`src/include/tim_consts.svh`:
```
// Purpose: offsets, field positions, reset values of the timer time base
// Assumes: byte addresses on a 32-bit AXI4-Lite bus, one word per register
// Notes:   definitions only
`ifndef TIM_CONSTS_SVH
`define TIM_CONSTS_SVH

// ****************************************
// register byte offsets
// ****************************************
`define OFS_CTRL     8'h00
`define OFS_EVGEN    8'h04
`define OFS_FLAG     8'h08
`define OFS_COUNT    8'h0c
`define OFS_PRESC    8'h10
`define OFS_RELOAD   8'h14
`define OFS_OPTION   8'h18
`define OFS_CHCFG    8'h1c

// ****************************************
// field positions
// ****************************************
`define CTRL_RUN     0
`define CTRL_UPD_OFF 1
`define CTRL_UPD_SRC 2
`define CTRL_RLD_BUF 7
`define CTRL_EXTCLK  8
`define EVGEN_FIRE   0
`define FLAG_UPD     0
`define CHCFG_OUT_LO 0
`define CHCFG_EN_LO  4

// ****************************************
// reset values and answers
// ****************************************
`define RST_COUNT    16'h0000
`define RST_RELOAD   16'hffff
`define RST_PRESC    4'h0
`define RESP_OKAY    2'b00
`define RESP_SLVERR  2'b10

`endif

```
`src/include/tim_pkg.sv`:
```
// Purpose: shared types of the timer time base
// Assumes: constants live in tim_consts.svh
// Notes:   none
package tim_pkg;
	typedef logic [15:0] count_t;
	typedef logic [3:0]  exp_t;
	typedef enum logic {SRC_INTERNAL = 1'b0, SRC_EXTERNAL = 1'b1} clk_src_e;
endpackage : tim_pkg

```
`src/include/presc_if.sv`:
```
// Purpose: carrier between time base control and prescaler
// Assumes: single clock domain
// Notes:   load takes the buffered exponent into the working copy
`timescale 1ns/1ns
interface presc_if;
	import tim_pkg::*;
	logic advance;
	logic restart;
	logic load;
	exp_t exp_buf;
	logic tick;
	modport ctl (output advance, output restart, output load, output exp_buf, input tick);
	modport pre (input advance, input restart, input load, input exp_buf, output tick);
endinterface : presc_if

```
`src/rtl/tim_time_base.sv`:
```
// Purpose: up-counting time base of a general purpose timer, AXI4-Lite registers
// Assumes: all inputs synchronous to aclk
// Notes:   one instance per timer; no debug freeze input exists
`timescale 1ns/1ns
`include "tim_consts.svh"

// Overview of operation
// [RQ1] 16-bit counter wraps at reload value
// [RQ2] prescaler divides by two to exponent
// [RQ3] exponent buffered, used from next update
// [RQ4] reload buffered, shadow copy continuous or update
// [RQ5] update on overflow unless disabled, or software
// [RQ6] counter advances on ticks while enabled
// [RQ7] internal enable follows enable bit one cycle
// [RQ8] no debug freeze; counters keep running
// [RQ9] counts zero to reload, wraps, overflows
// [RQ10] update from overflow, generate bit, slave
// [RQ11] update disable suppresses all updates
// [RQ12] update request restarts counter and divider
// [RQ13] request source bit hides generated flag
// [RQ14] update sets flag and refreshes shadows
// [RQ15] update loads exponent and reload shadow
// [RQ16] counter, reload, prescale always accessible
// [RQ17] enabled output channel owns its pin
// [RQ18] second timer remaps channels to port B
// [RQ19] external clock inputs only in external mode
// [RQ20] owned pin driven only by timer
// [RQ21] instances independent, no shared resources
// [RQ22] generate bit self clears, reads zero
// [RQ23] reset clears control bits, flag, counters
module tim_time_base
	import tim_pkg::*;
#(
	parameter bit SECOND_TIMER = 1'b0
) (
	input  wire logic        aclk,          // clock, 10 MHz
	input  wire logic        aresetn,       // sync reset, low
	input  wire logic        ce,            // clock enable
	input  wire logic [7:0]  s_awaddr,      // write address
	input  wire logic        s_awvalid,     // write address valid
	output logic             s_awready,     // write address ready
	input  wire logic [31:0] s_wdata,       // write data
	input  wire logic [3:0]  s_wstrb,       // write strobes
	input  wire logic        s_wvalid,      // write data valid
	output logic             s_wready,      // write data ready
	output logic [1:0]       s_bresp,       // write response
	output logic             s_bvalid,      // write response valid
	input  wire logic        s_bready,      // write response ready
	input  wire logic [7:0]  s_araddr,      // read address
	input  wire logic        s_arvalid,     // read address valid
	output logic             s_arready,     // read address ready
	output logic [31:0]      s_rdata,       // read data
	output logic [1:0]       s_rresp,       // read response
	output logic             s_rvalid,      // read data valid
	input  wire logic        s_rready,      // read data ready
	input  wire logic        ext_clock_in,  // external count clock
	input  wire logic        clock_mask_in, // external clock mask
	input  wire logic        slave_update,  // update request from slave mode
	input  wire logic [3:0]  ch_level,      // channel output levels
	output logic             update_event,  // update event pulse
	output logic             update_flag,   // update flag
	output logic [15:0]      counter_value, // current count
	output logic [3:0]       pa_o,          // port A channel levels
	output logic [3:0]       pa_oe,         // port A drive enables
	output logic [3:0]       pb_o,          // port B channel levels
	output logic [3:0]       pb_oe,         // port B drive enables
	output logic [3:0]       pin_own        // pin taken by timer
);
	// ****************************************
	// bus slave state
	// ****************************************
	logic        aw_got_ff, nxt_aw_got;
	logic        w_got_ff, nxt_w_got;
	logic [7:0]  awaddr_ff, nxt_awaddr;
	logic [31:0] wdata_ff, nxt_wdata;
	logic [3:0]  wstrb_ff, nxt_wstrb;
	logic        bvalid_ff, nxt_bvalid;
	logic [1:0]  bresp_ff, nxt_bresp;
	logic        rvalid_ff, nxt_rvalid;
	logic [1:0]  rresp_ff, nxt_rresp;
	logic [31:0] rdata_ff, nxt_rdata;
	logic        wr_go;
	logic        rd_go;
	logic        wr_hit;
	logic [31:0] rd_word;
	logic        rd_hit;

	// ****************************************
	// timer state
	// ****************************************
	logic        count_enable_bit_ff, nxt_count_enable_bit;
	logic        count_enable_internal_ff;
	logic        update_disable_ff, nxt_update_disable;
	logic        update_request_source_ff, nxt_update_request_source;
	logic        reload_buffer_enable_ff, nxt_reload_buffer_enable;
	clk_src_e    clk_src_ff, nxt_clk_src;
	logic        update_flag_ff, nxt_update_flag;
	count_t      cnt_ff, nxt_cnt;
	count_t      reload_value_ff, nxt_reload_value;
	count_t      reload_shadow_ff, nxt_reload_shadow;
	exp_t        prescale_exponent_ff, nxt_prescale_exponent;
	logic [3:0]  channel_remap_ff, nxt_channel_remap;
	logic [3:0]  ch_out_ff, nxt_ch_out;
	logic [3:0]  ch_en_ff, nxt_ch_en;
	logic        ext_prev_ff;
	logic        src_pulse;
	logic        adv_tick;
	logic        overflow;
	logic        update_generate;
	logic        update_req;
	logic        upd_fire;
	logic        flag_set;
	logic        flag_clr;
	logic        cnt_wr;

	presc_if pif ();

	// byte lane merge of a write into an old word
	function automatic logic [31:0] merge(input logic [31:0] old, input logic [31:0] nw, input logic [3:0] be);
		logic [31:0] r;
		r = old;
		for (int b = 0; b < 4; b++) begin
			if (be[b]) begin
				r[8*b +: 8] = nw[8*b +: 8];
			end
		end
		return r;
	endfunction : merge

	// ****************************************
	// AXI4-Lite handshakes
	// ****************************************

	// ready terms, held low while frozen or the response of their own path is pending
	assign s_awready = ce & ~aw_got_ff & ~bvalid_ff;
	assign s_wready  = ce & ~w_got_ff & ~bvalid_ff;
	assign s_arready = ce & ~rvalid_ff;
	assign s_bvalid  = bvalid_ff;
	assign s_bresp   = bresp_ff;
	assign s_rvalid  = rvalid_ff;
	assign s_rresp   = rresp_ff;
	assign s_rdata   = rdata_ff;
	assign wr_go     = aw_got_ff & w_got_ff & ~bvalid_ff;
	assign rd_go     = s_arvalid & s_arready;
	assign wr_hit    = (awaddr_ff[7:5] == 3'b000) && (awaddr_ff[1:0] == 2'b00);

	// read mux over the register map
	always_comb begin
		rd_word = 32'h0000_0000;
		rd_hit  = 1'b1;
		case (s_araddr)
			`OFS_CTRL: begin
				rd_word[`CTRL_RUN]     = count_enable_bit_ff;
				rd_word[`CTRL_UPD_OFF] = update_disable_ff;
				rd_word[`CTRL_UPD_SRC] = update_request_source_ff;
				rd_word[`CTRL_RLD_BUF] = reload_buffer_enable_ff;
				rd_word[`CTRL_EXTCLK] = clk_src_ff;
			end
			// [RQ22] generate bit always reads zero
			`OFS_EVGEN:  rd_word = 32'h0000_0000;
			`OFS_FLAG:   rd_word[`FLAG_UPD] = update_flag_ff;
			// [RQ16] live counter and buffers readable
			`OFS_COUNT:  rd_word[15:0] = cnt_ff;
			`OFS_PRESC:  rd_word[3:0] = prescale_exponent_ff;
			`OFS_RELOAD: rd_word[15:0] = reload_value_ff;
			`OFS_OPTION: rd_word[3:0] = channel_remap_ff;
			`OFS_CHCFG: begin
				rd_word[`CHCFG_OUT_LO +: 4] = ch_out_ff;
				rd_word[`CHCFG_EN_LO +: 4]  = ch_en_ff;
			end
			default:     rd_hit = 1'b0;
		endcase
	end

	// next bus slave state
	always_comb begin
		nxt_aw_got = aw_got_ff;
		nxt_w_got  = w_got_ff;
		nxt_awaddr = awaddr_ff;
		nxt_wdata  = wdata_ff;
		nxt_wstrb  = wstrb_ff;
		nxt_bvalid = bvalid_ff;
		nxt_bresp  = bresp_ff;
		nxt_rvalid = rvalid_ff;
		nxt_rresp  = rresp_ff;
		nxt_rdata  = rdata_ff;
		if (s_awvalid && s_awready) begin
			nxt_aw_got = 1'b1;
			nxt_awaddr = s_awaddr;
		end
		if (s_wvalid && s_wready) begin
			nxt_w_got = 1'b1;
			nxt_wdata = s_wdata;
			nxt_wstrb = s_wstrb;
		end
		if (wr_go) begin
			nxt_aw_got = 1'b0;
			nxt_w_got  = 1'b0;
			nxt_bvalid = 1'b1;
			nxt_bresp  = wr_hit ? `RESP_OKAY : `RESP_SLVERR;
		end else if (bvalid_ff && s_bready) begin
			nxt_bvalid = 1'b0;
		end
		if (rd_go) begin
			nxt_rvalid = 1'b1;
			nxt_rdata  = rd_word;
			nxt_rresp  = rd_hit ? `RESP_OKAY : `RESP_SLVERR;
		end else if (rvalid_ff && s_rready) begin
			nxt_rvalid = 1'b0;
		end
	end

	// register bus slave state
	always_ff @(posedge aclk) begin
		if (!aresetn) begin
			aw_got_ff <= 1'b0;
			w_got_ff  <= 1'b0;
			awaddr_ff <= 8'h00;
			wdata_ff  <= 32'h0000_0000;
			wstrb_ff  <= 4'h0;
			bvalid_ff <= 1'b0;
			bresp_ff  <= `RESP_OKAY;
			rvalid_ff <= 1'b0;
			rresp_ff  <= `RESP_OKAY;
			rdata_ff  <= 32'h0000_0000;
		end else if (ce) begin
			aw_got_ff <= nxt_aw_got;
			w_got_ff  <= nxt_w_got;
			awaddr_ff <= nxt_awaddr;
			wdata_ff  <= nxt_wdata;
			wstrb_ff  <= nxt_wstrb;
			bvalid_ff <= nxt_bvalid;
			bresp_ff  <= nxt_bresp;
			rvalid_ff <= nxt_rvalid;
			rresp_ff  <= nxt_rresp;
			rdata_ff  <= nxt_rdata;
		end
	end

	// ****************************************
	// time base
	// ****************************************

	// [RQ22] generate bit is a pulse, never stored
	assign update_generate = wr_go && awaddr_ff == `OFS_EVGEN && wstrb_ff[0] && wdata_ff[`EVGEN_FIRE];
	assign flag_clr        = wr_go && awaddr_ff == `OFS_FLAG && wstrb_ff[0] && wdata_ff[`FLAG_UPD];
	assign cnt_wr          = wr_go && awaddr_ff == `OFS_COUNT;
	// [RQ10] software or slave mode request
	assign update_req      = update_generate | slave_update;
	// [RQ19] external inputs count only in external mode
	assign src_pulse = (clk_src_ff == SRC_EXTERNAL) ? (ext_clock_in & ~ext_prev_ff & clock_mask_in) : 1'b1;
	// [RQ6] prescaler runs only while enabled
	assign pif.advance = count_enable_internal_ff & src_pulse;
	assign adv_tick    = pif.tick;
	// [RQ9] overflow when count meets reload shadow
	assign overflow    = adv_tick && (cnt_ff == reload_shadow_ff);
	// [RQ5] [RQ11] update event gated by disable
	assign upd_fire    = ~update_disable_ff & (overflow | update_req);
	// [RQ13] generated update without flag when source bit set
	assign flag_set    = ~update_disable_ff & (overflow | slave_update | (update_generate & ~update_request_source_ff));
	// [RQ12] request restarts divider
	assign pif.restart = update_req;
	// [RQ15] exponent working copy loads on update
	assign pif.load    = upd_fire;
	assign pif.exp_buf = prescale_exponent_ff;

	// next control, counter and shadow values
	always_comb begin
		nxt_count_enable_bit      = count_enable_bit_ff;
		nxt_update_disable        = update_disable_ff;
		nxt_update_request_source = update_request_source_ff;
		nxt_reload_buffer_enable  = reload_buffer_enable_ff;
		nxt_clk_src               = clk_src_ff;
		nxt_prescale_exponent     = prescale_exponent_ff;
		nxt_reload_value          = reload_value_ff;
		nxt_channel_remap         = channel_remap_ff;
		nxt_ch_out                = ch_out_ff;
		nxt_ch_en                 = ch_en_ff;
		nxt_update_flag           = update_flag_ff;
		nxt_cnt                   = cnt_ff;
		nxt_reload_shadow         = reload_shadow_ff;
		if (wr_go && awaddr_ff == `OFS_CTRL) begin
			if (wstrb_ff[0]) begin
				nxt_count_enable_bit      = wdata_ff[`CTRL_RUN];
				nxt_update_disable        = wdata_ff[`CTRL_UPD_OFF];
				nxt_update_request_source = wdata_ff[`CTRL_UPD_SRC];
				nxt_reload_buffer_enable  = wdata_ff[`CTRL_RLD_BUF];
			end
			if (wstrb_ff[1]) begin
				nxt_clk_src = clk_src_e'(wdata_ff[`CTRL_EXTCLK]);
			end
		end
		// [RQ3] exponent write goes to buffer
		if (wr_go && awaddr_ff == `OFS_PRESC && wstrb_ff[0]) begin
			nxt_prescale_exponent = wdata_ff[3:0];
		end
		// [RQ4] software reaches reload buffer only
		if (wr_go && awaddr_ff == `OFS_RELOAD) begin
			nxt_reload_value = 16'(merge({16'h0000, reload_value_ff}, wdata_ff, wstrb_ff));
		end
		if (wr_go && awaddr_ff == `OFS_OPTION && wstrb_ff[0]) begin
			nxt_channel_remap = wdata_ff[3:0];
		end
		if (wr_go && awaddr_ff == `OFS_CHCFG && wstrb_ff[0]) begin
			nxt_ch_out = wdata_ff[`CHCFG_OUT_LO +: 4];
			nxt_ch_en  = wdata_ff[`CHCFG_EN_LO +: 4];
		end
		// [RQ12] request restart beats write and count
		if (update_req) begin
			nxt_cnt = 16'h0000;
		end else if (cnt_wr) begin
			nxt_cnt = 16'(merge({16'h0000, cnt_ff}, wdata_ff, wstrb_ff));
		end else if (overflow) begin
			nxt_cnt = 16'h0000;
		end else if (adv_tick) begin
			// [RQ1] 16-bit count step
			nxt_cnt = cnt_ff + 16'h0001;
		end
		// [RQ4] [RQ15] shadow copy continuous or at update
		if (!reload_buffer_enable_ff || upd_fire) begin
			nxt_reload_shadow = reload_value_ff;
		end
		// [RQ14] set wins over software clear
		if (flag_clr) begin
			nxt_update_flag = 1'b0;
		end
		if (flag_set) begin
			nxt_update_flag = 1'b1;
		end
	end

	// register timer state; no halt input, so debug never freezes it
	// [RQ8] [RQ21] private state per instance
	always_ff @(posedge aclk) begin
		// [RQ23] reset values
		if (!aresetn) begin
			count_enable_bit_ff      <= 1'b0;
			count_enable_internal_ff <= 1'b0;
			update_disable_ff        <= 1'b0;
			update_request_source_ff <= 1'b0;
			reload_buffer_enable_ff  <= 1'b0;
			clk_src_ff               <= SRC_INTERNAL;
			update_flag_ff           <= 1'b0;
			cnt_ff                   <= `RST_COUNT;
			reload_value_ff          <= `RST_RELOAD;
			reload_shadow_ff         <= `RST_RELOAD;
			prescale_exponent_ff     <= `RST_PRESC;
			channel_remap_ff         <= 4'h0;
			ch_out_ff                <= 4'h0;
			ch_en_ff                 <= 4'h0;
			ext_prev_ff              <= 1'b0;
		end else if (ce) begin
			count_enable_bit_ff      <= nxt_count_enable_bit;
			// [RQ7] internal enable one cycle late
			count_enable_internal_ff <= count_enable_bit_ff;
			update_disable_ff        <= nxt_update_disable;
			update_request_source_ff <= nxt_update_request_source;
			reload_buffer_enable_ff  <= nxt_reload_buffer_enable;
			clk_src_ff               <= nxt_clk_src;
			update_flag_ff           <= nxt_update_flag;
			cnt_ff                   <= nxt_cnt;
			reload_value_ff          <= nxt_reload_value;
			reload_shadow_ff         <= nxt_reload_shadow;
			prescale_exponent_ff     <= nxt_prescale_exponent;
			channel_remap_ff         <= nxt_channel_remap;
			ch_out_ff                <= nxt_ch_out;
			ch_en_ff                 <= nxt_ch_en;
			ext_prev_ff              <= ext_clock_in;
		end
	end

	assign update_event  = upd_fire & ce;
	assign update_flag   = update_flag_ff;
	assign counter_value = cnt_ff;

	// prescaler divider
	tim_prescaler u_presc (
		.aclk    (aclk),
		.aresetn (aresetn),
		.ce      (ce),
		.pif     (pif)
	);

	// [RQ17] [RQ18] [RQ20] pin ownership and routing
	tim_pin_mux #(
		.SECOND_TIMER (SECOND_TIMER)
	) u_pins (
		.aclk     (aclk),
		.aresetn  (aresetn),
		.ce       (ce),
		.ch_level (ch_level),
		.ch_out   (ch_out_ff),
		.ch_en    (ch_en_ff),
		.remap    (channel_remap_ff),
		.pa_o     (pa_o),
		.pa_oe    (pa_oe),
		.pb_o     (pb_o),
		.pb_oe    (pb_oe),
		.own      (pin_own)
	);

	// ****************************************
	// checks
	// ****************************************
	a_en_delay: assert property (@(posedge aclk) disable iff (!aresetn) // RQ7
		ce && count_enable_bit_ff |=> count_enable_internal_ff)
		else $error("internal enable not one cycle after enable bit");
	a_count_gated: assert property (@(posedge aclk) disable iff (!aresetn) // RQ6
		ce && !count_enable_internal_ff && !update_req && !cnt_wr |=> $stable(cnt_ff))
		else $error("counter moved while disabled");
	a_overflow_wrap: assert property (@(posedge aclk) disable iff (!aresetn) // RQ9
		ce && overflow && !cnt_wr |=> cnt_ff == 16'h0000)
		else $error("counter did not wrap to zero");
	a_flag_on_ovf: assert property (@(posedge aclk) disable iff (!aresetn) // RQ14
		ce && overflow && !update_disable_ff |=> update_flag_ff)
		else $error("overflow update did not set flag");
	a_src_noflag: assert property (@(posedge aclk) disable iff (!aresetn) // RQ13
		ce && update_generate && update_request_source_ff && !overflow && !slave_update
		&& !update_flag_ff |=> !update_flag_ff)
		else $error("generated update set flag with source bit");
	a_dis_hold: assert property (@(posedge aclk) disable iff (!aresetn) // RQ11
		ce && update_disable_ff && reload_buffer_enable_ff |=> $stable(reload_shadow_ff))
		else $error("shadow changed while update disabled");
	a_gen_restart: assert property (@(posedge aclk) disable iff (!aresetn) // RQ12
		ce && update_generate |=> cnt_ff == 16'h0000)
		else $error("generate bit did not restart counter");
	a_gen_reads_0: assert property (@(posedge aclk) disable iff (!aresetn) // RQ22
		rd_go && s_araddr == `OFS_EVGEN |=> s_rdata == 32'h0000_0000)
		else $error("generate bit read back as set");
endmodule : tim_time_base

```
`src/rtl/tim_prescaler.sv`:
```
// Purpose: power-of-two prescaler with a 16-bit divider counter
// Assumes: advance is already gated by the internal count enable
// Notes:   exponent change only lands on load
`timescale 1ns/1ns
module tim_prescaler
	import tim_pkg::*;
(
	input  wire logic aclk,    // clock
	input  wire logic aresetn, // sync reset, low
	input  wire logic ce,      // clock enable
	presc_if.pre      pif      // prescaler control
);
	count_t div_ff;
	count_t nxt_div;
	exp_t   exp_ff;
	exp_t   nxt_exp;
	count_t mask;

	// [RQ2] divide mask and tick at the last divider step
	assign mask     = (16'h0001 << exp_ff) - 16'h0001;
	assign pif.tick = pif.advance & (div_ff == mask);

	// next divider and working exponent
	always_comb begin
		nxt_div = div_ff;
		nxt_exp = exp_ff;
		// [RQ12] divider restart only
		if (pif.restart) begin
			nxt_div = 16'h0000;
		end else if (pif.advance) begin
			nxt_div = pif.tick ? 16'h0000 : div_ff + 16'h0001;
		end
		// [RQ3] exponent taken at update
		if (pif.load) begin
			nxt_exp = pif.exp_buf;
		end
	end

	// register divider state
	always_ff @(posedge aclk) begin
		if (!aresetn) begin
			div_ff <= 16'h0000;
			exp_ff <= 4'h0;
		end else if (ce) begin
			div_ff <= nxt_div;
			exp_ff <= nxt_exp;
		end
	end

	a_div_restart: assert property (@(posedge aclk) disable iff (!aresetn) // RQ12
		ce && pif.restart |=> div_ff == 16'h0000)
		else $error("divider not cleared by restart");
	a_tick_ratio: assert property (@(posedge aclk) disable iff (!aresetn) // RQ2
		ce && pif.tick && exp_ff != 4'h0 && !pif.load |=> !pif.tick)
		else $error("prescaler ticked twice in a row above ratio one");
endmodule : tim_prescaler

```
`src/rtl/tim_pin_mux.sv`:
```
// Purpose: channel pin ownership and port A / port B routing
// Assumes: channel levels come from the channel logic outside
// Notes:   remap only acts on the second timer instance
`timescale 1ns/1ns
module tim_pin_mux #(
	parameter bit SECOND_TIMER = 1'b0
) (
	input  wire logic       aclk,     // clock
	input  wire logic       aresetn,  // sync reset, low
	input  wire logic       ce,       // clock enable
	input  wire logic [3:0] ch_level, // channel output levels
	input  wire logic [3:0] ch_out,   // channel set as output
	input  wire logic [3:0] ch_en,    // channel enabled
	input  wire logic [3:0] remap,    // per channel port B select
	output logic      [3:0] pa_o,     // port A pin levels
	output logic      [3:0] pa_oe,    // port A drive enables
	output logic      [3:0] pb_o,     // port B pin levels
	output logic      [3:0] pb_oe,    // port B drive enables
	output logic      [3:0] own       // timer owns pin
);
	logic [3:0] nxt_pa_o, nxt_pa_oe, nxt_pb_o, nxt_pb_oe, nxt_own;

	// per channel routing
	for (genvar i = 0; i < 4; i++) begin : g_ch
		logic sel_b;
		// [RQ18] remap to port B
		assign sel_b = SECOND_TIMER & remap[i];
		// [RQ17] output and enable takes the pin
		assign nxt_own[i] = ch_out[i] & ch_en[i];
		// [RQ20] only timer drives owned pin
		assign nxt_pa_oe[i] = nxt_own[i] & ~sel_b;
		assign nxt_pb_oe[i] = nxt_own[i] & sel_b;
		assign nxt_pa_o[i]  = nxt_pa_oe[i] & ch_level[i];
		assign nxt_pb_o[i]  = nxt_pb_oe[i] & ch_level[i];
	end

	// register pin outputs
	always_ff @(posedge aclk) begin
		if (!aresetn) begin
			pa_o  <= 4'h0;
			pa_oe <= 4'h0;
			pb_o  <= 4'h0;
			pb_oe <= 4'h0;
			own   <= 4'h0;
		end else if (ce) begin
			pa_o  <= nxt_pa_o;
			pa_oe <= nxt_pa_oe;
			pb_o  <= nxt_pb_o;
			pb_oe <= nxt_pb_oe;
			own   <= nxt_own;
		end
	end

	a_remap_route: assert property (@(posedge aclk) disable iff (!aresetn) // RQ18
		ce && ch_out[0] && ch_en[0] && remap[0] && SECOND_TIMER |=> pb_oe[0] && !pa_oe[0])
		else $error("remapped channel not on port B");
endmodule : tim_pin_mux

```
`config.mk`:
```
export PLATFORM = sky130hd
export DESIGN_NAME = tim_time_base
export DESIGN_NICKNAME = d
export VERILOG_FILES = /design/src/include/tim_pkg.sv /design/src/include/presc_if.sv /design/src/rtl/tim_time_base.sv /design/src/rtl/tim_prescaler.sv /design/src/rtl/tim_pin_mux.sv
export VERILOG_INCLUDE_DIRS = /design/src /design/src/include
export SDC_FILE = /design/constraint.sdc
export NUM_CORES = 1
export LEC_CHECK = 0
export ABC_AREA = 1
export CAP_MARGIN = 20
export CORE_MARGIN = 3
export CORE_UTILIZATION = 38
export DETAILED_ROUTE_END_ITERATION = 6
export DONT_BUFFER_PORTS = 1
export GPL_TIMING_DRIVEN = 1
export MAX_ROUTING_LAYER = met4
export SLEW_MARGIN = 15
export SYNTH_ARGS = -nofsm -noshare
export SYNTH_HDL_FRONTEND = slang
export SYNTH_SLANG_ARGS = --single-unit
```
`constraint.sdc`:
```
create_clock -name aclk -period 8.1 [get_ports aclk]
set_clock_uncertainty 0.15 [all_clocks]
set_input_delay 1.62 -clock aclk [delete_from_list [all_inputs] [get_ports aclk]]
set_output_delay 1.62 -clock aclk [all_outputs]
set_load 0.01 [all_outputs]
```
==> qor.txt, run 1 <==
Clock Latency Late Sink - 430 ps
Reg-to-Reg End - reload_shadow_ff[4]$_SDFFE_PN1P_
first-pass iteration count of the detailed router - 5
Global Route Usage Sum - 20.9%
routability-driven placement congestion ratio - 0.957
f_max - 0.193 GHz
via count - 7128
H-Tree Depth - 4
Area Overhead vs Synth - 7.81%
HP Class - flip-flop to flip-flop
kind of critical path - primary input to output pin
IO Pins - 146
RSZ-0062 raised after global routing - no
setup violators final - 0
# fillers - 2082
starting density of the core - 39.4%
Power Density - 205 mW/mm²
synthesized area per cell - 6.75 µm²
Sink Count - 148
met2 wire len - 10400 µm
leading cell type in the layout, fill and taps excluded - nand2_1
pin count of the biggest net entering global routing - 103
leakage - 3.56 nW
sequential share of the synthesized area - 38.0%
multi-input logic area - 0.00396 mm²
TritonCTS clock tree - yes
CTS Hold Bufs - 0
register area - 0.00296 mm²
placed cells - 1367
Root Buffer - clkbuf_16
Hold Vio Cnt, Final - 0
Nets - 1191
Die Wd - 149 µm
Reg2Reg Depth - 15
Initial DRC Count - 473
most frequent cells in the layout - nand2_1, dfxtp_1, inv_1
Crit Path Max Fanout - 26
global-route wire length before repair - 35800 µm
critical path data arrival time - 3410 ps
vias per inst - 5.09
Least-Margin Pin Slew - 916 ps
met3 routed WL - 1280 µm
initial antenna violation count - 1
Critical Path End Type - output pin
Worst Setup Start Kind - primary input
CTS buffer count - 17
CTS max path bufs - 2
DRT met1 WL - 10200 µm
ys flop type - dfxtp_1
Vert. Die Dim - 149 µm
Final Cell Area - 0.00840 mm²
Die Area - 0.0223 mm²
crit path launch - clock_mask_in
post_cts resized - 0
worst path required time - 6330 ps
Synthesis Warnings - 0
r2r startpoint - u_presc.exp_ff[1]$_SDFFE_PN0P_
maxcap violations - 0
hold path cells - 2
Core Region - 0.0198 mm²
vias in the first global route - 6649
routed len/inst - 15.8 µm
TNS Setup - 0 ps
total detailed-routing wirelength - 22200 µm
hpwl dp - 16000 µm
Final Max Slew Viols - 0
maximum VDD drop - 145 µV
Final Cycle Share - 63.9%
Port Buffers - 0
Period minus WS final - 5180 ps
Relative slew margins - 38.8%
EDFF count, synth - 0
Hold Path End - channel_remap_ff[1]$_SDFFE_PN0P_
Power Total - 0.00172 W
Reg clk slew, reported paths - 60 ps
row count - 51
setup slack, reg-to-reg - 4750 ps
Yosys cell types - 49
layout cell share with drive strength beyond 1 - 6.53%
asr flop ratio synth - 0%
grt ovf - 0
Post-Layout Cell Count - 1400
Top Metal Used - met4
antenna viol nets, final - 0
#FFs+latches synth - 148
status - finished clean
Setup Fix Bufs, Post-CTS - 0
hold_sp - channel_remap_ff[1]$_SDFFE_PN0P_
DRC - 0
dpl cell area - 0.00780 mm²
Cells after Synth - 1154
Netlist Area Pre-Place - 0.00779 mm²
[cells in the mapped netlist (2+ instances only)]
| master | number | area share (%) |
|---|---|---|
| a21oi_1 | 94 | 6.0 |
| a221oi_1 | 5 | 0.56 |
| a311oi_1 | 2 | 0.22 |
| a31o_2 | 2 | 0.22 |
| buf_1 | 5 | 0.24 |
| buf_2 | 5 | 0.32 |
| buf_4 | 32 | 3.1 |
| buf_6 | 2 | 0.29 |
| clkbuf_1 | 36 | 1.7 |
| dfxtp_1 | 148 | 38 |
| ha_1 | 3 | 0.48 |
| inv_1 | 130 | 6.3 |
| inv_2 | 8 | 0.39 |
| nand2_1 | 276 | 13 |
| nand2_2 | 4 | 0.32 |
| nand2_4 | 2 | 0.29 |
| nand3_1 | 79 | 5.1 |
| nand3_2 | 3 | 0.39 |
| nand3_4 | 2 | 0.45 |
| nand3b_1 | 7 | 0.67 |
| nand4_1 | 11 | 0.88 |
| nand4_2 | 2 | 0.32 |
| nor2_1 | 119 | 5.7 |
| nor2_2 | 6 | 0.48 |
| nor3_1 | 10 | 0.64 |
| nor4_1 | 3 | 0.24 |
| o211ai_1 | 18 | 1.7 |
| o21a_1 | 2 | 0.19 |
| o21ai_0 | 76 | 4.9 |
| o21ai_1 | 8 | 0.51 |
| o21bai_1 | 4 | 0.39 |
| o221ai_1 | 4 | 0.45 |
| o22ai_1 | 4 | 0.32 |
| or2_2 | 5 | 0.40 |
| xnor2_1 | 9 | 1.0 |
| xor2_1 | 15 | 1.7 |
[metal layers]
layer / global-route usage [%] / vias to the layer above
li1: - / 3620
met1: 27.1 / 3276
met2: 33.5 / 203
met3: 4.13 / 29
met4: 5.68 / 0
met5: - / -
[per-stage QoR]
step / util, % / hold slack [ps] / worst slack (ps)
5_1_grt: 42.4 / 334 / 2670
3_3_place_gp: 39.4 / 282 / 2910
6_report: 42.4 / 298 / 2920
3_5_place_dp: 39.4 / 289 / 2890
2_1_floorplan: - / 274 / 3430
4_1_cts: 42.4 / 297 / 2890
[registers in the layout (all words and copies together), names as in the netlist, 2 cells and up]
register / cells
u_pins.pa_o: 4
reload_shadow_ff: 16
s_rdata: 16
wdata_ff: 16
ch_en_ff: 4
ch_out_ff: 4
reload_value_ff: 16
u_pins.own: 4
counter_value: 16
wstrb_ff: 2
u_presc.div_ff: 16
channel_remap_ff: 4
awaddr_ff: 8
u_presc.exp_ff: 4
pif.exp_buf: 4
[final cells by class]
| class | count | share of cell area (%) |
|---|---|---|
| antenna | 1 | 0.0298 |
| clock buffer | 18 | 5.11 |
| clock inverter | 14 | 1.97 |
| inverter | 139 | 6.21 |
| multi-input combinational | 812 | 47.2 |
| sequential | 148 | 35.3 |
| tap | 265 | 3.95 |
| timing repair buffer | 3 | 0.268 |
[logic make-up (layout without fill, tap and decap cells)]
logic type | after synthesis | count (layout) | synth area share (%)
flops | 148 | 148 | 38.0
other cells | 1 | 27 | 0.0481
compound gates | 228 | 228 | 16.7
simple gates | 531 | 531 | 29.6
fa+ha+maj | 3 | 3 | 0.482
buf+inv | 219 | 174 | 12.4
xor+xnor | 24 | 24 | 2.70
[report_power, final]
| group | internal [W] | switching, W |
|---|---|---|
| Combinational | 0.0000421 | 0.0000988 |
| Clock | 0.000463 | 0.000343 |
| Sequential | 0.000750 | 0.0000226 |
| Total | 0.00125 | 0.000465 |
[critical path, stage by stage]
cell and delay, ps:
nand3b_1 80, a21boi_0 310, nand2_1 80, nor2_1 100, nand2_1 70, nor2_2 170, nand4_4 340, nand2_2 180
nand2_4 210, inv_1 210
[how the worst max path moves through the flow]
stage	end	slack, ps	cells past startpoint
detailed placement	update_event	2890	10
floorplan	update_event	3430	11
CTS	update_event	2890	10
finish	update_event	2920	10
global placement	update_event	2910	10
global route	update_event	2670	10
Note: power is estimated with default switching activity, not from simulation.
==> run 2: changes to the inputs <==
==> constraint.sdc (replaced) <==
create_clock -name aclk -period 4.69 [get_ports aclk]
set_clock_uncertainty 0.15 [all_clocks]
set_input_delay 0.938 -clock aclk [delete_from_list [all_inputs] [get_ports aclk]]
set_output_delay 0.938 -clock aclk [all_outputs]
set_load 0.01 [all_outputs]
==> qor.txt, run 2 (synthesis gave the netlist of run 1 again) <==
status - finished clean (unchanged)
r2r startpoint - s_bvalid$_SDFFE_PN0P_ (was u_presc.exp_ff[1]$_SDFFE_PN0P_)
DRT met1 WL - 10300 µm (was 10200 µm)
pin count of the biggest net entering global routing - 103 (unchanged)
Crit Path Max Fanout - 26 (unchanged)
maximum VDD drop - 244 µV (was 145 µV)
Nets - 1198 (was 1191)
Clock Latency Late Sink - 430 ps (about the same)
antenna viol nets, final - 0 (unchanged)
Worst Setup Start Kind - flip-flop (was primary input)
Hold Path End - channel_remap_ff[1]$_SDFFE_PN0P_ (unchanged)
hpwl dp - 16700 µm (was 16000 µm)
Root Buffer - clkbuf_16 (unchanged)
most frequent cells in the layout - nand2_1, dfxtp_1, inv_1 (unchanged)
Die Wd - 149 µm (unchanged)
IO Pins - 146 (unchanged)
Reg clk slew, reported paths - 70 ps (was 60 ps)
TNS Setup - 0 ps (unchanged)
layout cell share with drive strength beyond 1 - 7.11% (was 6.53%)
Port Buffers - 0 (unchanged)
Initial DRC Count - 431 (was 473)
register area - 0.00296 mm² (unchanged)
Final Max Slew Viols - 0 (unchanged)
HP Class - flip-flop to flip-flop (unchanged)
kind of critical path - flip-flop to output pin (was primary input to output pin)
vias per inst - 5.06 (was 5.09)
met2 wire len - 10800 µm (was 10400 µm)
CTS max path bufs - 2 (unchanged)
worst path required time - 3600 ps (was 6330 ps)
Sink Count - 148 (unchanged)
grt ovf - 0 (unchanged)
CP max-delay cell - dfxtp_1 (was nand4_4)
CTS Hold Bufs - 0 (unchanged)
Period minus WS final - 4080 ps
Core Region - 0.0198 mm² (unchanged)
setup violators final - 0 (unchanged)
starting density of the core - 39.4% (unchanged)
leakage - 3.59 nW (was 3.56 nW)
hold_sp - channel_remap_ff[1]$_SDFFE_PN0P_ (unchanged)
setup slack, reg-to-reg - 1630 ps (was 4750 ps)
post_cts resized - 0 (unchanged)
via count - 7105 (was 7128)
f_max - 0.245 GHz
row count - 51 (unchanged)
Power Density - 348 mW/mm² (was 205 mW/mm²)
leading cell type in the layout, fill and taps excluded - nand2_1 (unchanged)
Setup Fix Bufs, Post-CTS - 0 (unchanged)
most frequent cell on the critical path - nand2_1 (unchanged)
TritonCTS clock tree - yes (unchanged)
# diodes - 0 (was 1)
maxcap violations - 0 (unchanged)
Die Area - 0.0223 mm² (unchanged)
Max stage delay on crit path - 550 ps (was 340 ps)
placed cells - 1374 (was 1367)
Reg2Reg Depth - 11 (was 15)
crit path launch - u_presc.exp_ff[1]$_SDFFE_PN0P_ (was clock_mask_in)
# fillers - 2099 (was 2082)
Vert. Die Dim - 149 µm (unchanged)
Post-Layout Cell Count - 1405 (was 1400)
Area Overhead vs Synth - 8.14% (was 7.81%)
DRC - 0 (unchanged)
first-pass iteration count of the detailed router - 6 (was 5)
global-route wire length before repair - 35800 µm (about the same)
Hold Vio Cnt, Final - 0 (unchanged)
Final Cycle Share - 87.0%
multi-input logic area - 0.00396 mm² (unchanged)
Relative slew margins - 41.5% (was 38.8%)
dpl cell area - 0.00785 mm² (was 0.00780 mm²)
Reg-to-Reg End - u_presc.div_ff[10]$_SDFFE_PN0P_ (was reload_shadow_ff[4]$_SDFFE_PN1P_)
critical path, cell by cell - nor2_1 > nand2_1 > ha_1 > inv_1 > a21oi_4 > nand2_1 > nand2_1 > inv_1 > nor2_1 > nand2_1 > nor2_4 > nand4_4 > nand2_2 > nand2_4 > inv_1 (was nand3b_1 > a21boi_0 > nand2_1 > nor2_1 > nand2_1 > nor2_2 > nand4_4 > nand2_2 > nand2_4 > inv_1)
CTS buffer count - 17 (unchanged)
total detailed-routing wirelength - 22600 µm (was 22200 µm)
routability-driven placement congestion ratio - 0.906 (was 0.957)
met3 routed WL - 1240 µm (was 1280 µm)
RSZ-0062 raised after global routing - no (unchanged)
Global Route Usage Sum - 21.2% (was 20.9%)
hold path cells - 2 (unchanged)
initial antenna violation count - 0 (was 1)
routed len/inst - 16.1 µm (was 15.8 µm)
Least-Margin Pin Slew - 875 ps (was 916 ps)
Final Cell Area - 0.00842 mm² (was 0.00840 mm²)
Critical Path End Type - output pin (unchanged)
Top Metal Used - met4 (unchanged)
critical path data arrival time - 2990 ps (was 3410 ps)
H-Tree Depth - 4 (unchanged)
vias in the first global route - 6490 (was 6649)
## run 2: worst max-delay path by stage
stage	to	slack, ps	cells after the start
after CTS	update_event	630	15
final	update_event	610	15
after global placement	update_event	1110	15
after detailed placement	update_event	1110	15
after global routing	update_event	370	15
after floorplan	update_event	1380	16
## run 2: stage by stage
| stage | setup WS [ps] | hold slack, ps | util [%] | total power [W] |
|---|---|---|---|---|
| 6_report | 612 | 295 | 42.6 | 0.00293 |
| 5_1_grt | 366 | 309 | 42.6 | 0.00305 |
| 4_1_cts | 633 | 295 | 42.6 | 0.00295 |
| 3_5_place_dp | 1110 | 287 | 39.7 | 0.00161 |
| 3_3_place_gp | 1110 | 282 | 39.7 | 0.00160 |
| 2_1_floorplan | 1380 | 274 | - | 0.00157 |
## run 2: per-layer routing
metal	global-route usage (%)	up-vias
met5	-	-
met4	6.41	0
met3	4.31	30
met2	34.3	194
met1	26.8	3254
li1	-	3627
## run 2: power breakdown
part           internal (W)  total [W]  switching, W
Combinational     0.0000738   0.000247      0.000173
Clock              0.000745    0.00136      0.000611
Sequential          0.00129    0.00133     0.0000366
Total               0.00211    0.00293      0.000821
## run 2: critical path, delay by kind of cell (launching register included)
| family | cells | cell delay (ps) |
|---|---|---|
| adders and majority gates | 1 | 260 |
| buffers and inverters | 3 | 330 |
| AOI/OAI and AO/OA | 1 | 220 |
| and+or+nand+nor | 10 | 1190 |
| DFF | 1 | 550 |
## run 2: layout make-up
| class | count | area share, % |
|---|---|---|
| repair buffers | 10 | 0.891 |
| inverters | 139 | 6.19 |
| flip-flops and latches | 148 | 35.2 |
| multi-input cells | 812 | 47.0 |
| clock buffers | 17 | 5.05 |
| clock inverters | 14 | 1.72 |
| well taps | 265 | 3.94 |
==> run 3: changes to the inputs <==
==> constraint.sdc (replaced) <==
create_clock -name aclk -period 3.9 [get_ports aclk]
set_clock_uncertainty 0.15 [all_clocks]
set_input_delay 0.78 -clock aclk [delete_from_list [all_inputs] [get_ports aclk]]
set_output_delay 0.78 -clock aclk [all_outputs]
set_load 0.01 [all_outputs]
==> qor.txt, run 3 (synthesis gave the netlist of run 1 again) <==
status - finished clean (unchanged)
Root Buffer - clkbuf_16 (unchanged)
HP Class - primary input to flip-flop (was flip-flop to flip-flop)
Least-Margin Pin Slew - 908 ps (was 875 ps)
setup slack, reg-to-reg - 1080 ps (was 1630 ps)
leading cell type in the layout, fill and taps excluded - nand2_1 (unchanged)
pin count of the biggest net entering global routing - 103 (unchanged)
CTS buffer count - 17 (unchanged)
total detailed-routing wirelength - 22900 µm (was 22600 µm)
Power Density - 413 mW/mm² (was 348 mW/mm²)
kind of critical path - flip-flop to output pin (unchanged)
# fillers - 2094 (was 2099)
Post-Layout Cell Count - 1409 (was 1405)
routability-driven placement congestion ratio - 0.968 (was 0.906)
most frequent cells in the layout - nand2_1, dfxtp_1, inv_1 (unchanged)
Area Overhead vs Synth - 8.63% (was 8.14%)
r2r startpoint - u_presc.exp_ff[1]$_SDFFE_PN0P_ (was s_bvalid$_SDFFE_PN0P_)
routed len/inst - 16.3 µm (was 16.1 µm)
Core Region - 0.0198 mm² (unchanged)
grt ovf - 0 (unchanged)
Relative slew margins - 39.4% (was 41.5%)
global-route wire length before repair - 36200 µm (was 35800 µm)
vias in the first global route - 6678 (was 6490)
RSZ-0062 raised after global routing - no (unchanged)
Port Buffers - 0 (unchanged)
TNS Setup - 0 ps (unchanged)
row count - 51 (unchanged)
first-pass iteration count of the detailed router - 5 (was 6)
DRC - 0 (unchanged)
Period minus WS final - 3660 ps
Clock Latency Late Sink - 440 ps (was 430 ps)
vias per inst - 5.11 (was 5.06)
CTS Hold Bufs - 0 (unchanged)
pre-CTS WS - 477 ps (was 1110 ps)
Power Total - 0.00350 W (was 0.00293 W)
layout cell share with drive strength beyond 1 - 7.87% (was 7.11%)
hpwl dp - 16600 µm (was 16700 µm)
Global Route Usage Sum - 21.4% (was 21.2%)
crit path launch - u_presc.exp_ff[1]$_SDFFE_PN0P_ (unchanged)
Hold Path End - count_enable_internal_ff$_SDFFE_PN0P_ (was channel_remap_ff[1]$_SDFFE_PN0P_)
Hold Vio Cnt, Final - 0 (unchanged)
CTS max path bufs - 2 (unchanged)
Worst Setup Start Kind - flip-flop (unchanged)
Nets - 1201 (was 1198)
initial antenna violation count - 0 (unchanged)
setup violators final - 0 (unchanged)
placed cells - 1377 (was 1374)
leakage - 3.60 nW (was 3.59 nW)
fin worst setup slack - 243 ps (was 612 ps)
Reg2Reg Depth - 18 (was 11)
starting density of the core - 39.4% (unchanged)
Final Cell Area - 0.00846 mm² (was 0.00842 mm²)
Die Wd - 149 µm (unchanged)
hold path cells - 1 (was 2)
Reg-to-Reg End - counter_value[4]$_SDFFE_PN0P_ (was u_presc.div_ff[10]$_SDFFE_PN0P_)
via count - 7204 (was 7105)
Crit Path Max Fanout - 26 (unchanged)
critical path data arrival time - 2730 ps (was 2990 ps)
worst path required time - 2970 ps (was 3600 ps)
maximum VDD drop - 300 µV (was 244 µV)
Initial DRC Count - 509 (was 431)
# diodes - 0 (unchanged)
Final Max Slew Viols - 0 (unchanged)
TritonCTS clock tree - yes (unchanged)
maxcap violations - 0 (unchanged)
antenna viol nets, final - 0 (unchanged)
Die Area - 0.0223 mm² (unchanged)
Final Cycle Share - 93.8%
IO Pins - 146 (unchanged)
hold_sp - ce (was channel_remap_ff[1]$_SDFFE_PN0P_)
f_max - 0.273 GHz
Sink Count - 148 (unchanged)
dpl cell area - 0.00788 mm² (was 0.00785 mm²)
Vert. Die Dim - 149 µm (unchanged)
Reg clk slew, reported paths - 60 ps (was 70 ps)
Critical Path End Type - output pin (unchanged)
H-Tree Depth - 4 (unchanged)
## run 3: cell count changes in the layout (fill, tap and decap cells not counted), sizes merged
| cell | delta |
|---|---|
| clkbuf | +2 |
| buf | +3 |
| clkinv | -2 |
| bufinv | -1 |
| inv | +2 |
## run 3: how the worst max path moves through the flow
stage | to | slack [ps] | cells after the start
5_1_grt | update_event | 10 | 15
3_5_place_dp | update_event | 480 | 14
4_1_cts | update_event | 8 | 14
2_1_floorplan | update_event | 750 | 16
3_3_place_gp | update_event | 530 | 14
6_report | update_event | 240 | 15
## run 3: through the flow
stage / utilization, % / hold WS [ps]
final: 42.8 / 291
after global routing: 42.8 / 272
after CTS: 42.7 / 269
after detailed placement: 39.8 / 288
after global placement: 39.8 / 282
after floorplan: - / 274
## run 3: layout make-up
cell class	instances	area (µm²)	area share, %
multi-input cells	812	3980	47.0
flip-flops and latches	148	2970	35.1
inverters	139	522	6.17
clock buffers	19	453	5.35
well taps	265	332	3.92
clock inverters	13	113	1.33
repair buffers	13	97.6	1.15
## run 3: worst max-delay path, stage by stage, from the launching register on
cell and delay (ps):
dfxtp_2 440, inv_1 130, nand4_1 110, ha_1 250
inv_1 110, a21oi_4 230, nand2_1 100, nand2_1 80
inv_1 40, nor2_1 70, nand2_1 90, nor2_4 120
nand4_4 90, nand2_2 120, nand2_8 160, inv_2 150
## run 3: per-layer routing
layer  global-route usage (%)  part of all wire, %  wire (µm)
met4                     6.36                  1.9        433
met2                     34.8                   48      10900
met5                        -                    0          0
met3                     4.65                  5.4       1240
met1                     26.7                   45      10300
## run 3: repair_timing
| item | 4_1_cts | 5_1_grt |
|---|---|---|
| buffers inserted | 0 | 0 |
| resized for setup | 0 | 7 |
| endpoints found under the setup margin | 0 | 1 |
## run 3: power by group
group / switching, W / internal (W) / leakage (nW)
clock: 0.000728 / 0.000868 / 0.276
sequential: 0.0000447 / 0.00156 / 1.21
combinational: 0.000209 / 0.0000900 / 2.12
total: 0.000982 / 0.00252 / 3.60
